$ cat src/rtl/vpa_map.svh
`ifndef VPA_MAP_SVH
`define VPA_MAP_SVH

`define VPA_ADDR_W          12
`define VPA_OFF_BRIGHTNESS  12'h028
`define VPA_OFF_EVEN_CTRL   12'h02c
`define VPA_OFF_GAIN_LOW    12'h030
`define VPA_OFF_ODD_CTRL    12'h0ac
`define VPA_OFF_STATUS      12'h0b0

`define VPA_RST_BRIGHTNESS  8'h00
`define VPA_RST_CTRL        8'h20
`define VPA_RST_GAIN_LOW    8'hd8

`define VPA_CTL_TRAP_BYP    7
`define VPA_CTL_YC_INPUT    6
`define VPA_CTL_PREFLT_BYP  5
`define VPA_CTL_CHR_INV     4
`define VPA_CTL_RESERVED    3
`define VPA_CTL_LGAIN_TOP   2
`define VPA_CTL_UGAIN_TOP   1
`define VPA_CTL_VGAIN_TOP   0

`define VPA_STS_FIELD_ODD   0
`define VPA_STS_CHR_PHASE   1
`define VPA_STS_OUT_VALID   2
`define VPA_STS_IN_READY    3

`define VPA_GAIN_UNITY      17'h000d8
`define VPA_LUMA_MAX        8'hff
`define VPA_PROD_MAX        17'h000ff

`define VPA_RESP_OKAY       2'h0
`define VPA_RESP_SLVERR     2'h2

`endif

$ cat src/rtl/vpa_pkg.sv
package vpa_pkg;

    typedef enum logic {
        VPA_WR_IDLE,
        VPA_WR_RESP
    } vpa_wr_state_t;

    typedef logic [7:0] vpa_byte_t;

    typedef logic [8:0] vpa_gain_t;

    typedef logic [8:0] vpa_beat_t;

endpackage

$ cat src/rtl/vpa_skid_buf.sv
`timescale 1ns/1ps

module vpa_skid_buf (
    input  wire logic              clk_i,
    input  wire logic              rst_n_i,
    input  wire logic              in_valid_i,
    output logic                   in_ready_o,
    input  wire vpa_pkg::vpa_beat_t in_data_i,
    output logic                   out_valid_o,
    input  wire logic              out_ready_i,
    output vpa_pkg::vpa_beat_t     out_data_o
);

    logic               skid_valid_q;
    vpa_pkg::vpa_beat_t skid_data_q;
    logic               push;
    logic               pop;
    logic               head_free;

    assign push      = in_valid_i & in_ready_o;
    assign pop       = out_valid_o & out_ready_i;
    assign head_free = ~out_valid_o | pop;

    // Ready comes from a flop so no combinational path to the source
    always_ff @(posedge clk_i) begin
        if (!rst_n_i) begin
            out_valid_o  <= 1'b0;
            out_data_o   <= 9'h000;
            skid_valid_q <= 1'b0;
            skid_data_q  <= 9'h000;
            in_ready_o   <= 1'b0;
        end else begin
            if (head_free) begin
                if (skid_valid_q) begin
                    out_valid_o <= 1'b1;
                    out_data_o  <= skid_data_q;
                end else begin
                    out_valid_o <= push;
                    out_data_o  <= push ? in_data_i : out_data_o;
                end
            end
            if (head_free && skid_valid_q) begin
                skid_valid_q <= push;
                skid_data_q  <= push ? in_data_i : skid_data_q;
            end else if (!head_free && push) begin
                skid_valid_q <= 1'b1;
                skid_data_q  <= in_data_i;
            end
            in_ready_o <= ~((skid_valid_q & ~head_free)
                            | (push & ~head_free)
                            | (skid_valid_q & push));
        end
    end

endmodule

$ cat src/rtl/vpa_top.sv
// Design decision made here: the AXI4-Lite slave port.
`timescale 1ns/1ps
`include "vpa_map.svh"

module vpa_top (
    input  wire logic        REF_CLK_I,
    input  wire logic        RESET_N_I,
    input  wire logic [11:0] S_AXI_AWADDR_I,
    input  wire logic        S_AXI_AWVALID_I,
    output logic             S_AXI_AWREADY_O,
    input  wire logic [31:0] S_AXI_WDATA_I,
    input  wire logic [3:0]  S_AXI_WSTRB_I,
    input  wire logic        S_AXI_WVALID_I,
    output logic             S_AXI_WREADY_O,
    output logic [1:0]       S_AXI_BRESP_O,
    output logic             S_AXI_BVALID_O,
    input  wire logic        S_AXI_BREADY_I,
    input  wire logic [11:0] S_AXI_ARADDR_I,
    input  wire logic        S_AXI_ARVALID_I,
    output logic             S_AXI_ARREADY_O,
    output logic [31:0]      S_AXI_RDATA_O,
    output logic [1:0]       S_AXI_RRESP_O,
    output logic             S_AXI_RVALID_O,
    input  wire logic        S_AXI_RREADY_I,
    input  wire logic [7:0]  PIX_LUMA_I,
    input  wire logic        PIX_LINE_START_I,
    input  wire logic        PIX_FIELD_ODD_I,
    input  wire logic        PIX_VALID_I,
    output logic             PIX_READY_O,
    input  wire logic [9:0]  LINE_START_OFFSET_I,
    input  wire logic [7:0]  U_GAIN_LOW_BYTE_I,
    input  wire logic [7:0]  V_GAIN_LOW_BYTE_I,
    output logic [7:0]       OUT_LUMA_O,
    output logic             OUT_CHROMA_IS_CR_O,
    output logic             OUT_VALID_O,
    input  wire logic        OUT_READY_I,
    output logic             LUMA_TRAP_BYPASS_O,
    output logic             YC_INPUT_O,
    output logic             CHROMA_CONV_EN_O,
    output logic             LUMA_PREFILTER_BYPASS_O,
    output logic [8:0]       U_GAIN_O,
    output logic [8:0]       V_GAIN_O
);

    function automatic vpa_pkg::vpa_byte_t add_offset(
        input vpa_pkg::vpa_byte_t y,
        input vpa_pkg::vpa_byte_t off
    );
        logic signed [9:0] sum;
        sum = $signed({2'b00, y}) + $signed({{2{off[7]}}, off});
        if (sum < 0) begin
            add_offset = 8'h00;
        end else if (sum > $signed({2'b00, `VPA_LUMA_MAX})) begin
            add_offset = `VPA_LUMA_MAX;
        end else begin
            add_offset = sum[7:0];
        end
    endfunction

    function automatic vpa_pkg::vpa_byte_t apply_gain(
        input vpa_pkg::vpa_byte_t y,
        input vpa_pkg::vpa_gain_t g
    );
        logic [16:0] prod;
        logic [16:0] quot;
        prod = {9'h000, y} * {8'h00, g};
        quot = prod / `VPA_GAIN_UNITY;
        if (quot > `VPA_PROD_MAX) begin
            apply_gain = `VPA_LUMA_MAX;
        end else begin
            apply_gain = quot[7:0];
        end
    endfunction

    // Register storage
    vpa_pkg::vpa_byte_t    brightness_q;
    vpa_pkg::vpa_byte_t    even_ctrl_q;
    vpa_pkg::vpa_byte_t    odd_ctrl_q;
    vpa_pkg::vpa_byte_t    gain_low_q;

    // Write channel
    vpa_pkg::vpa_wr_state_t wr_state_q;
    vpa_pkg::vpa_wr_state_t wr_state_d;
    logic                   aw_have_q;
    logic                   aw_have_d;
    logic                   w_have_q;
    logic                   w_have_d;
    logic [11:0]            aw_addr_q;
    logic [31:0]            w_data_q;
    logic [3:0]             w_strb_q;
    logic                   aw_fire;
    logic                   w_fire;
    logic                   do_write;
    logic [11:0]            wr_addr;
    logic [31:0]            wr_data;
    logic [3:0]             wr_strb;
    logic                   wr_lane0;
    logic                   wr_hit_luma_offset;
    logic                   wr_hit_even;
    logic                   wr_hit_odd;
    logic                   wr_hit_gain;
    logic                   wr_hit_any;
    logic                   wr_mapped;
    logic                   b_done;

    // Read channel
    logic                   ar_fire;
    logic                   r_done;
    logic                   rd_mapped;
    vpa_pkg::vpa_byte_t     rd_byte;
    vpa_pkg::vpa_byte_t     status_byte;

    // Stream path
    logic                   in_ready;
    logic                   in_take;
    vpa_pkg::vpa_byte_t     ctl_sel;
    vpa_pkg::vpa_gain_t     luma_gain;
    vpa_pkg::vpa_byte_t     luma_luma_offset;
    vpa_pkg::vpa_byte_t     luma_final;
    logic                   phase_d;
    logic                   phase_q;
    logic                   field_odd_q;
    vpa_pkg::vpa_beat_t     beat_in;
    vpa_pkg::vpa_beat_t     beat_out;
    logic                   out_valid;

    assign aw_fire  = S_AXI_AWVALID_I & S_AXI_AWREADY_O;
    assign w_fire   = S_AXI_WVALID_I & S_AXI_WREADY_O;
    assign do_write = (wr_state_q == vpa_pkg::VPA_WR_IDLE)
                      & (aw_have_q | aw_fire) & (w_have_q | w_fire);
    assign wr_addr  = aw_have_q ? aw_addr_q : S_AXI_AWADDR_I;
    assign wr_data  = w_have_q ? w_data_q : S_AXI_WDATA_I;
    assign wr_strb  = w_have_q ? w_strb_q : S_AXI_WSTRB_I;
    assign wr_lane0 = do_write & wr_strb[0];
    assign b_done   = S_AXI_BVALID_O & S_AXI_BREADY_I;

    assign wr_hit_luma_offset = wr_addr == `VPA_OFF_BRIGHTNESS;
    assign wr_hit_even   = wr_addr == `VPA_OFF_EVEN_CTRL;
    assign wr_hit_odd    = wr_addr == `VPA_OFF_ODD_CTRL;
    assign wr_hit_gain   = wr_addr == `VPA_OFF_GAIN_LOW;
    assign wr_hit_any    = wr_hit_luma_offset | wr_hit_even
                           | wr_hit_odd | wr_hit_gain;
    // Status is read-only; a write there is refused
    assign wr_mapped     = wr_hit_any;

    assign aw_have_d = (aw_have_q | aw_fire) & ~do_write;
    assign w_have_d  = (w_have_q | w_fire) & ~do_write;

    always_comb begin
        wr_state_d = wr_state_q;
        case (wr_state_q)
            vpa_pkg::VPA_WR_IDLE: begin
                if (do_write) begin
                    wr_state_d = vpa_pkg::VPA_WR_RESP;
                end
            end
            vpa_pkg::VPA_WR_RESP: begin
                if (b_done) begin
                    wr_state_d = vpa_pkg::VPA_WR_IDLE;
                end
            end
            default: begin
                wr_state_d = vpa_pkg::VPA_WR_IDLE;
            end
        endcase
    end

    always_ff @(posedge REF_CLK_I) begin
        if (!RESET_N_I) begin
            wr_state_q      <= vpa_pkg::VPA_WR_IDLE;
            aw_have_q       <= 1'b0;
            w_have_q        <= 1'b0;
            aw_addr_q       <= 12'h000;
            w_data_q        <= 32'h00000000;
            w_strb_q        <= 4'h0;
            S_AXI_AWREADY_O <= 1'b1;
            S_AXI_WREADY_O  <= 1'b1;
            S_AXI_BVALID_O  <= 1'b0;
            S_AXI_BRESP_O   <= `VPA_RESP_OKAY;
        end else begin
            wr_state_q      <= wr_state_d;
            aw_have_q       <= aw_have_d;
            w_have_q        <= w_have_d;
            aw_addr_q       <= aw_fire ? S_AXI_AWADDR_I : aw_addr_q;
            w_data_q        <= w_fire ? S_AXI_WDATA_I : w_data_q;
            w_strb_q        <= w_fire ? S_AXI_WSTRB_I : w_strb_q;
            S_AXI_AWREADY_O <= (wr_state_d == vpa_pkg::VPA_WR_IDLE)
                               & ~aw_have_d;
            S_AXI_WREADY_O  <= (wr_state_d == vpa_pkg::VPA_WR_IDLE)
                               & ~w_have_d;
            S_AXI_BVALID_O  <= wr_state_d == vpa_pkg::VPA_WR_RESP;
            if (do_write) begin
                S_AXI_BRESP_O <= wr_mapped ? `VPA_RESP_OKAY
                                           : `VPA_RESP_SLVERR;
            end
        end
    end

    // Reserved bit 3 is stored as written; only software keeps it zero
    always_ff @(posedge REF_CLK_I) begin
        if (!RESET_N_I) begin
            brightness_q <= `VPA_RST_BRIGHTNESS;
            even_ctrl_q  <= `VPA_RST_CTRL;
            odd_ctrl_q   <= `VPA_RST_CTRL;
            gain_low_q   <= `VPA_RST_GAIN_LOW;
        end else if (wr_lane0) begin
            if (wr_hit_luma_offset) begin
                brightness_q <= wr_data[7:0];
            end
            if (wr_hit_even) begin
                even_ctrl_q <= wr_data[7:0];
            end
            if (wr_hit_odd) begin
                odd_ctrl_q <= wr_data[7:0];
            end
            if (wr_hit_gain) begin
                gain_low_q <= wr_data[7:0];
            end
        end
    end

    assign status_byte = {4'h0, in_ready, out_valid, phase_q, field_odd_q};
    assign ar_fire     = S_AXI_ARVALID_I & S_AXI_ARREADY_O;
    assign r_done      = S_AXI_RVALID_O & S_AXI_RREADY_I;
    assign rd_mapped   = (S_AXI_ARADDR_I == `VPA_OFF_BRIGHTNESS)
                         | (S_AXI_ARADDR_I == `VPA_OFF_EVEN_CTRL)
                         | (S_AXI_ARADDR_I == `VPA_OFF_ODD_CTRL)
                         | (S_AXI_ARADDR_I == `VPA_OFF_GAIN_LOW)
                         | (S_AXI_ARADDR_I == `VPA_OFF_STATUS);
    assign rd_byte =
        (S_AXI_ARADDR_I == `VPA_OFF_BRIGHTNESS) ? brightness_q :
        (S_AXI_ARADDR_I == `VPA_OFF_EVEN_CTRL)  ? even_ctrl_q  :
        (S_AXI_ARADDR_I == `VPA_OFF_ODD_CTRL)   ? odd_ctrl_q   :
        (S_AXI_ARADDR_I == `VPA_OFF_GAIN_LOW)   ? gain_low_q   :
        (S_AXI_ARADDR_I == `VPA_OFF_STATUS)     ? status_byte  : 8'h00;

    always_ff @(posedge REF_CLK_I) begin
        if (!RESET_N_I) begin
            S_AXI_ARREADY_O <= 1'b1;
            S_AXI_RVALID_O  <= 1'b0;
            S_AXI_RDATA_O   <= 32'h00000000;
            S_AXI_RRESP_O   <= `VPA_RESP_OKAY;
        end else if (ar_fire) begin
            S_AXI_ARREADY_O <= 1'b0;
            S_AXI_RVALID_O  <= 1'b1;
            S_AXI_RDATA_O   <= {24'h000000, rd_byte};
            S_AXI_RRESP_O   <= rd_mapped ? `VPA_RESP_OKAY
                                         : `VPA_RESP_SLVERR;
        end else if (r_done) begin
            S_AXI_ARREADY_O <= 1'b1;
            S_AXI_RVALID_O  <= 1'b0;
        end
    end

    // Field copy chosen by the sample's own field flag
    assign in_take   = PIX_VALID_I & in_ready;
    assign ctl_sel   = PIX_FIELD_ODD_I ? odd_ctrl_q : even_ctrl_q;
    assign luma_gain = {ctl_sel[`VPA_CTL_LGAIN_TOP], gain_low_q};
    // Offset first, then gain; both clamp instead of wrapping
    assign luma_luma_offset = add_offset(PIX_LUMA_I, brightness_q);
    assign luma_final  = apply_gain(luma_luma_offset, luma_gain);

    // Phase 1 means Cr; line start parity xor invert picks the first
    assign phase_d = PIX_LINE_START_I
                     ? (LINE_START_OFFSET_I[0]
                        ^ ctl_sel[`VPA_CTL_CHR_INV])
                     : ~phase_q;
    assign beat_in = {phase_d, luma_final};

    always_ff @(posedge REF_CLK_I) begin
        if (!RESET_N_I) begin
            phase_q     <= 1'b1;
            field_odd_q <= 1'b0;
        end else if (in_take) begin
            phase_q     <= phase_d;
            field_odd_q <= PIX_FIELD_ODD_I;
        end
    end

    // Front-end controls follow the field of the last accepted sample
    always_ff @(posedge REF_CLK_I) begin
        if (!RESET_N_I) begin
            LUMA_TRAP_BYPASS_O      <= 1'b0;
            YC_INPUT_O              <= 1'b0;
            CHROMA_CONV_EN_O        <= 1'b0;
            LUMA_PREFILTER_BYPASS_O <= 1'b1;
            U_GAIN_O                <= 9'h000;
            V_GAIN_O                <= 9'h000;
        end else begin
            LUMA_TRAP_BYPASS_O <= (field_odd_q ? odd_ctrl_q[7:6]
                                  : even_ctrl_q[7:6]) != 2'b00;
            YC_INPUT_O         <= field_odd_q
                                  ? odd_ctrl_q[`VPA_CTL_YC_INPUT]
                                  : even_ctrl_q[`VPA_CTL_YC_INPUT];
            CHROMA_CONV_EN_O   <= field_odd_q
                                  ? odd_ctrl_q[`VPA_CTL_YC_INPUT]
                                  : even_ctrl_q[`VPA_CTL_YC_INPUT];
            LUMA_PREFILTER_BYPASS_O <= field_odd_q
                                  ? odd_ctrl_q[`VPA_CTL_PREFLT_BYP]
                                  : even_ctrl_q[`VPA_CTL_PREFLT_BYP];
            U_GAIN_O <= {(field_odd_q ? odd_ctrl_q[`VPA_CTL_UGAIN_TOP]
                                      : even_ctrl_q[`VPA_CTL_UGAIN_TOP]),
                         U_GAIN_LOW_BYTE_I};
            V_GAIN_O <= {(field_odd_q ? odd_ctrl_q[`VPA_CTL_VGAIN_TOP]
                                      : even_ctrl_q[`VPA_CTL_VGAIN_TOP]),
                         V_GAIN_LOW_BYTE_I};
        end
    end

    // Two entries so a receiver stall loses no sample
    vpa_skid_buf u_buf (
        .clk_i       (REF_CLK_I),
        .rst_n_i     (RESET_N_I),
        .in_valid_i  (PIX_VALID_I),
        .in_ready_o  (in_ready),
        .in_data_i   (beat_in),
        .out_valid_o (out_valid),
        .out_ready_i (OUT_READY_I),
        .out_data_o  (beat_out)
    );

    assign PIX_READY_O        = in_ready;
    assign OUT_VALID_O        = out_valid;
    assign OUT_LUMA_O         = beat_out[7:0];
    assign OUT_CHROMA_IS_CR_O = beat_out[8];

endmodule

$ cat config.mk
export PLATFORM = sky130hd
export DESIGN_NAME = vpa_top
export DESIGN_NICKNAME = d
export VERILOG_FILES = /design/src/rtl/vpa_pkg.sv /design/src/rtl/vpa_skid_buf.sv /design/src/rtl/vpa_top.sv
export VERILOG_INCLUDE_DIRS = /design/src /design/src/rtl
export SDC_FILE = /design/constraint.sdc
export NUM_CORES = 1
export LEC_CHECK = 0
export ABC_AREA = 1
export BUFFER_PORTS_ARGS = -buffer_cell sky130_fd_sc_hd__buf_2
export CORE_UTILIZATION = 45
export CTS_BUF_LIST = sky130_fd_sc_hd__clkbuf_16
export CTS_CLUSTER_DIAMETER = 30
export DETAILED_ROUTE_END_ITERATION = 8
export GPL_ROUTABILITY_DRIVEN = 0
export HOLD_SLACK_MARGIN = 0.15
export PLACE_DENSITY = 0.67
export SYNTH_ARGS = -nofsm -noshare
export SYNTH_HDL_FRONTEND = slang
export SYNTH_SLANG_ARGS = --single-unit
$ cat constraint.sdc
create_clock -name REF_CLK_I -period 24 [get_ports REF_CLK_I]
set_input_delay 0 -clock REF_CLK_I [delete_from_list [all_inputs] [get_ports REF_CLK_I]]
set_output_delay 0 -clock REF_CLK_I [all_outputs]
set_load 0.02 [all_outputs]
==> results.txt <==
Setup violations remaining at the end of the flow were counted as 0. For the number of antenna violations at the first check in global routing, the log shows 0. The data required time of the worst path is 24.30 ns. Cell type of the slowest stage on the worst timing path: fa_1. The final standard cell area without fillers was 11000 um^2. Leaving out fill and tap cells, the most frequent cell in the layout is inv_1. The share of final-layout standard cells stronger than drive strength 1 is 16.98%. The top cell types in the final layout, fill and taps aside, are inv_1, nand2_1, buf_2, dfxtp_1, nor2_1. The chip width works out to 145.2 um.

The first detailed-routing pass took 7 iterations. For the pin with the worst max-slew slack, the measured transition is 1.165 ns. The number of top-level pins was 179; the area share of the leading cell type in the synthesized netlist was 24.73%. Dividing the detail-routed via count by the number of cells gives 4.884.

Hold violation total from the final report: 0. In this run the remaining antenna-violating nets after routing total 0. The minimum clock period was 11.02 ns; the total routed wirelength was 22500 um. The worst pin sits at a relative slew slack of 21.79%.

The number of instances in the synthesized netlist is 1337. For this block, the initial DRC count from the detailed router was 443. The number of global-route vias before repair came out at 8131. Global routing consumed, over all layers together, 21.64% of the routing resources.

The floorplan die area was 21090 um^2; the clock-pin slew reported for the worst setup and hold paths after clock tree synthesis was 0.06 ns. In this run, synthesis inferred 0 flip-flops with an integrated enable. TritonCTS built the clock tree. Setup repair after global routing left no endpoint under its margin. Number of setup buffers added after CTS: 0. The critical path's largest stage delay was 0.53 ns. The biggest area contributor in the post-synthesis netlist is dfxtp_1. The initial core utilization is 45.76%, and the area of the core is 20170 um^2.

The post-detailed-route wirelength per cell works out to 12.66 um. The setup path with the least slack is of type reg2reg. The logs give 0 for the sum of overflow across all layers after global routing and 24.73% for the register area share after synthesis.

In the synthesized netlist the async set-or-reset flop fraction comes to 0%. The vias after detailed routing came out at 8684. The share of the clock period used by the worst path came out at 45.94%. The logs give 0 for the number of antenna cells inserted and 17 for the TritonCTS buffer count. The tool flagged a number of max-cap violations equal to 0. Summing all placed instances gives a cell area of 9935 um^2. STA classifies the critical path endpoint as a register. After synthesis, the cell types taking the most area are dfxtp_1, inv_1, nand2_1. Timing would allow up to 90.71 MHz.

The tools report the number of nets in the final layout as 1689. The flow ran to the end, and the final reports show no timing, DRC or antenna violations. Counting along the longest clock path gives a buffer depth of 2. For the worst setup path, the data arrival time is 11.32 ns.

The tools report the CTS root buffer as clkbuf_16. The most used flip-flop cell after synthesis is dfxtp_1. The run gives 38.32% as the met2 track demand over resource in global routing. Layer with the highest usage: met2. In this run the number of H-tree levels came out at 4.

Measured along the y axis, the die boundary spans 145.2 um. Element type at the critical path start: a register. The tools report the post-cts gate resize count as 0. The number of flip-flops and latches in the synthesized netlist works out to 114. The synthesized netlist occupies a cell area of 9230 um^2. The clock latency on the worst-skew pair is 0.42 ns, and the highest fanout seen on the critical path is 9.

The number of inserted filler cells in the final layout was 1933. Number of core rows: 52. Buffers placed on the I/O ports in this run total 116. The first global-routing pass estimated 37490 um of wire. For the total DRC errors in the routed layout, the log shows 0.

By instance count, the cell type seen most on the critical path is nand2_4. For met3 alone, demand over resource in global routing was 3.679%. At the end of the flow the core is filled with cells to 54.56%. The run gives 0 as the count of pins over their slew limit. The clock net in this run drives a total of 114 sinks. The wire-length estimate of the detail-placed layout is 16850 um. The average cell area after synthesis was 6.904 um^2. The count of cell types in the netlist is 48. The path class of the tightest hold or removal check is in2reg.

Total of warnings raised by yosys: 0. The tools report the worst-case clock skew as 0.01356 ns. The final total negative setup slack is 0 ns. The area growth from synthesis to layout came out at 19.22%. Met1 usage: 26.68%. Entering global routing, the biggest net connects 78 pins.
[cell families (layout without fill, tap and decap cells)]
group,count (synthesis),count (layout),synth area share (%)
DFF,114,114,24.73
and+or+nand+nor,556,556,29.58
adders and majority gates,89,89,15.56
muxes,1,1,0.1084
xor gates and xnor gates,19,19,1.803
AOI/OAI and AO/OA,248,248,14.23
buffers and inverters,309,455,13.95
other,1,26,0.04063
[routing by layer]
layer | vias to the layer above | part of all wire (%)
li1 | 4501 | -
met1 | 3950 | 44
met2 | 198 | 50
met3 | 35 | 4.3
met4 | 0 | 1.7
met5 | - | 0
[final timing paths]
| check | start | end | slack, ns | cells after the start |
|---|---|---|---|---|
| worst max-delay path | brightness_q[0] | u_buf.skid_data_q[0] | 12.98 | 79 |
| worst min-delay path | S_AXI_WVALID_I | w_strb_q[0] | 0.18 | 4 |
| worst max register to register | brightness_q[0] | u_buf.skid_data_q[0] | 12.98 | 79 |
| worst min register to register | even_ctrl_q[3] | even_ctrl_q[3] | 0.45 | 2 |
[per-stage QoR]
step	setup WS [ns]	hold WS, ns	std cells
after floorplan	14.26	0.09763	1362
after global placement	13.26	0.1793	1695
after CTS	12.99	0.1560	1778
final	12.98	0.1750	1778
after global routing	11.77	0.2227	1778
after detailed placement	13.08	0.1857	1695
[cell type report]
cell class,count,area [um^2],area share (%)
repair buffers,170,1114,10.12
well taps,270,337.8,3.070
multi-input cells,939,5754,52.29
flip-flops and latches,114,2282,20.74
clock buffers,17,425.4,3.866
inverters,253,957.2,8.698
clock inverters,15,133.9,1.217
[cells in the mapped netlist (18+ instances only)]
library cell and count:
dfxtp_1 114, inv_1 240, nand3_1 74, nand2_4 29, nand2_2 41, o21ai_0 102, a21oi_1 106, nor2_1 114
fa_1 43, buf_4 28, nand4_1 18, nand2_1 235, ha_1 46, clkbuf_1 25
[flip-flops by register name (all words and copies together), names as in the netlist, 9 cells and up]
signal and count:
U_GAIN_O 9, V_GAIN_O 9, aw_addr_q 12, u_buf.out_data_o 9, u_buf.skid_data_q 9
[worst max-delay path: cells and delay by family, from the launching register on]
kind / cells / cell delay, ns
compound gates: 5 / 1.12
xor+xnor: 1 / 0.41
fa+ha+maj: 7 / 2.94
flops: 1 / 0.37
buf+inv: 8 / 0.50
simple gates: 58 / 5.48
[timing repair]
| action | CTS | global route |
|---|---|---|
| hold endpoints to repair | 58 | 0 |
| hold buffers | 51 | 0 |
| endpoints found under the setup margin | 0 | 0 |
Power is left out: the tool's default activity adds up to more than one toggle a clock period on the data nets, which glitch-free logic cannot reach.
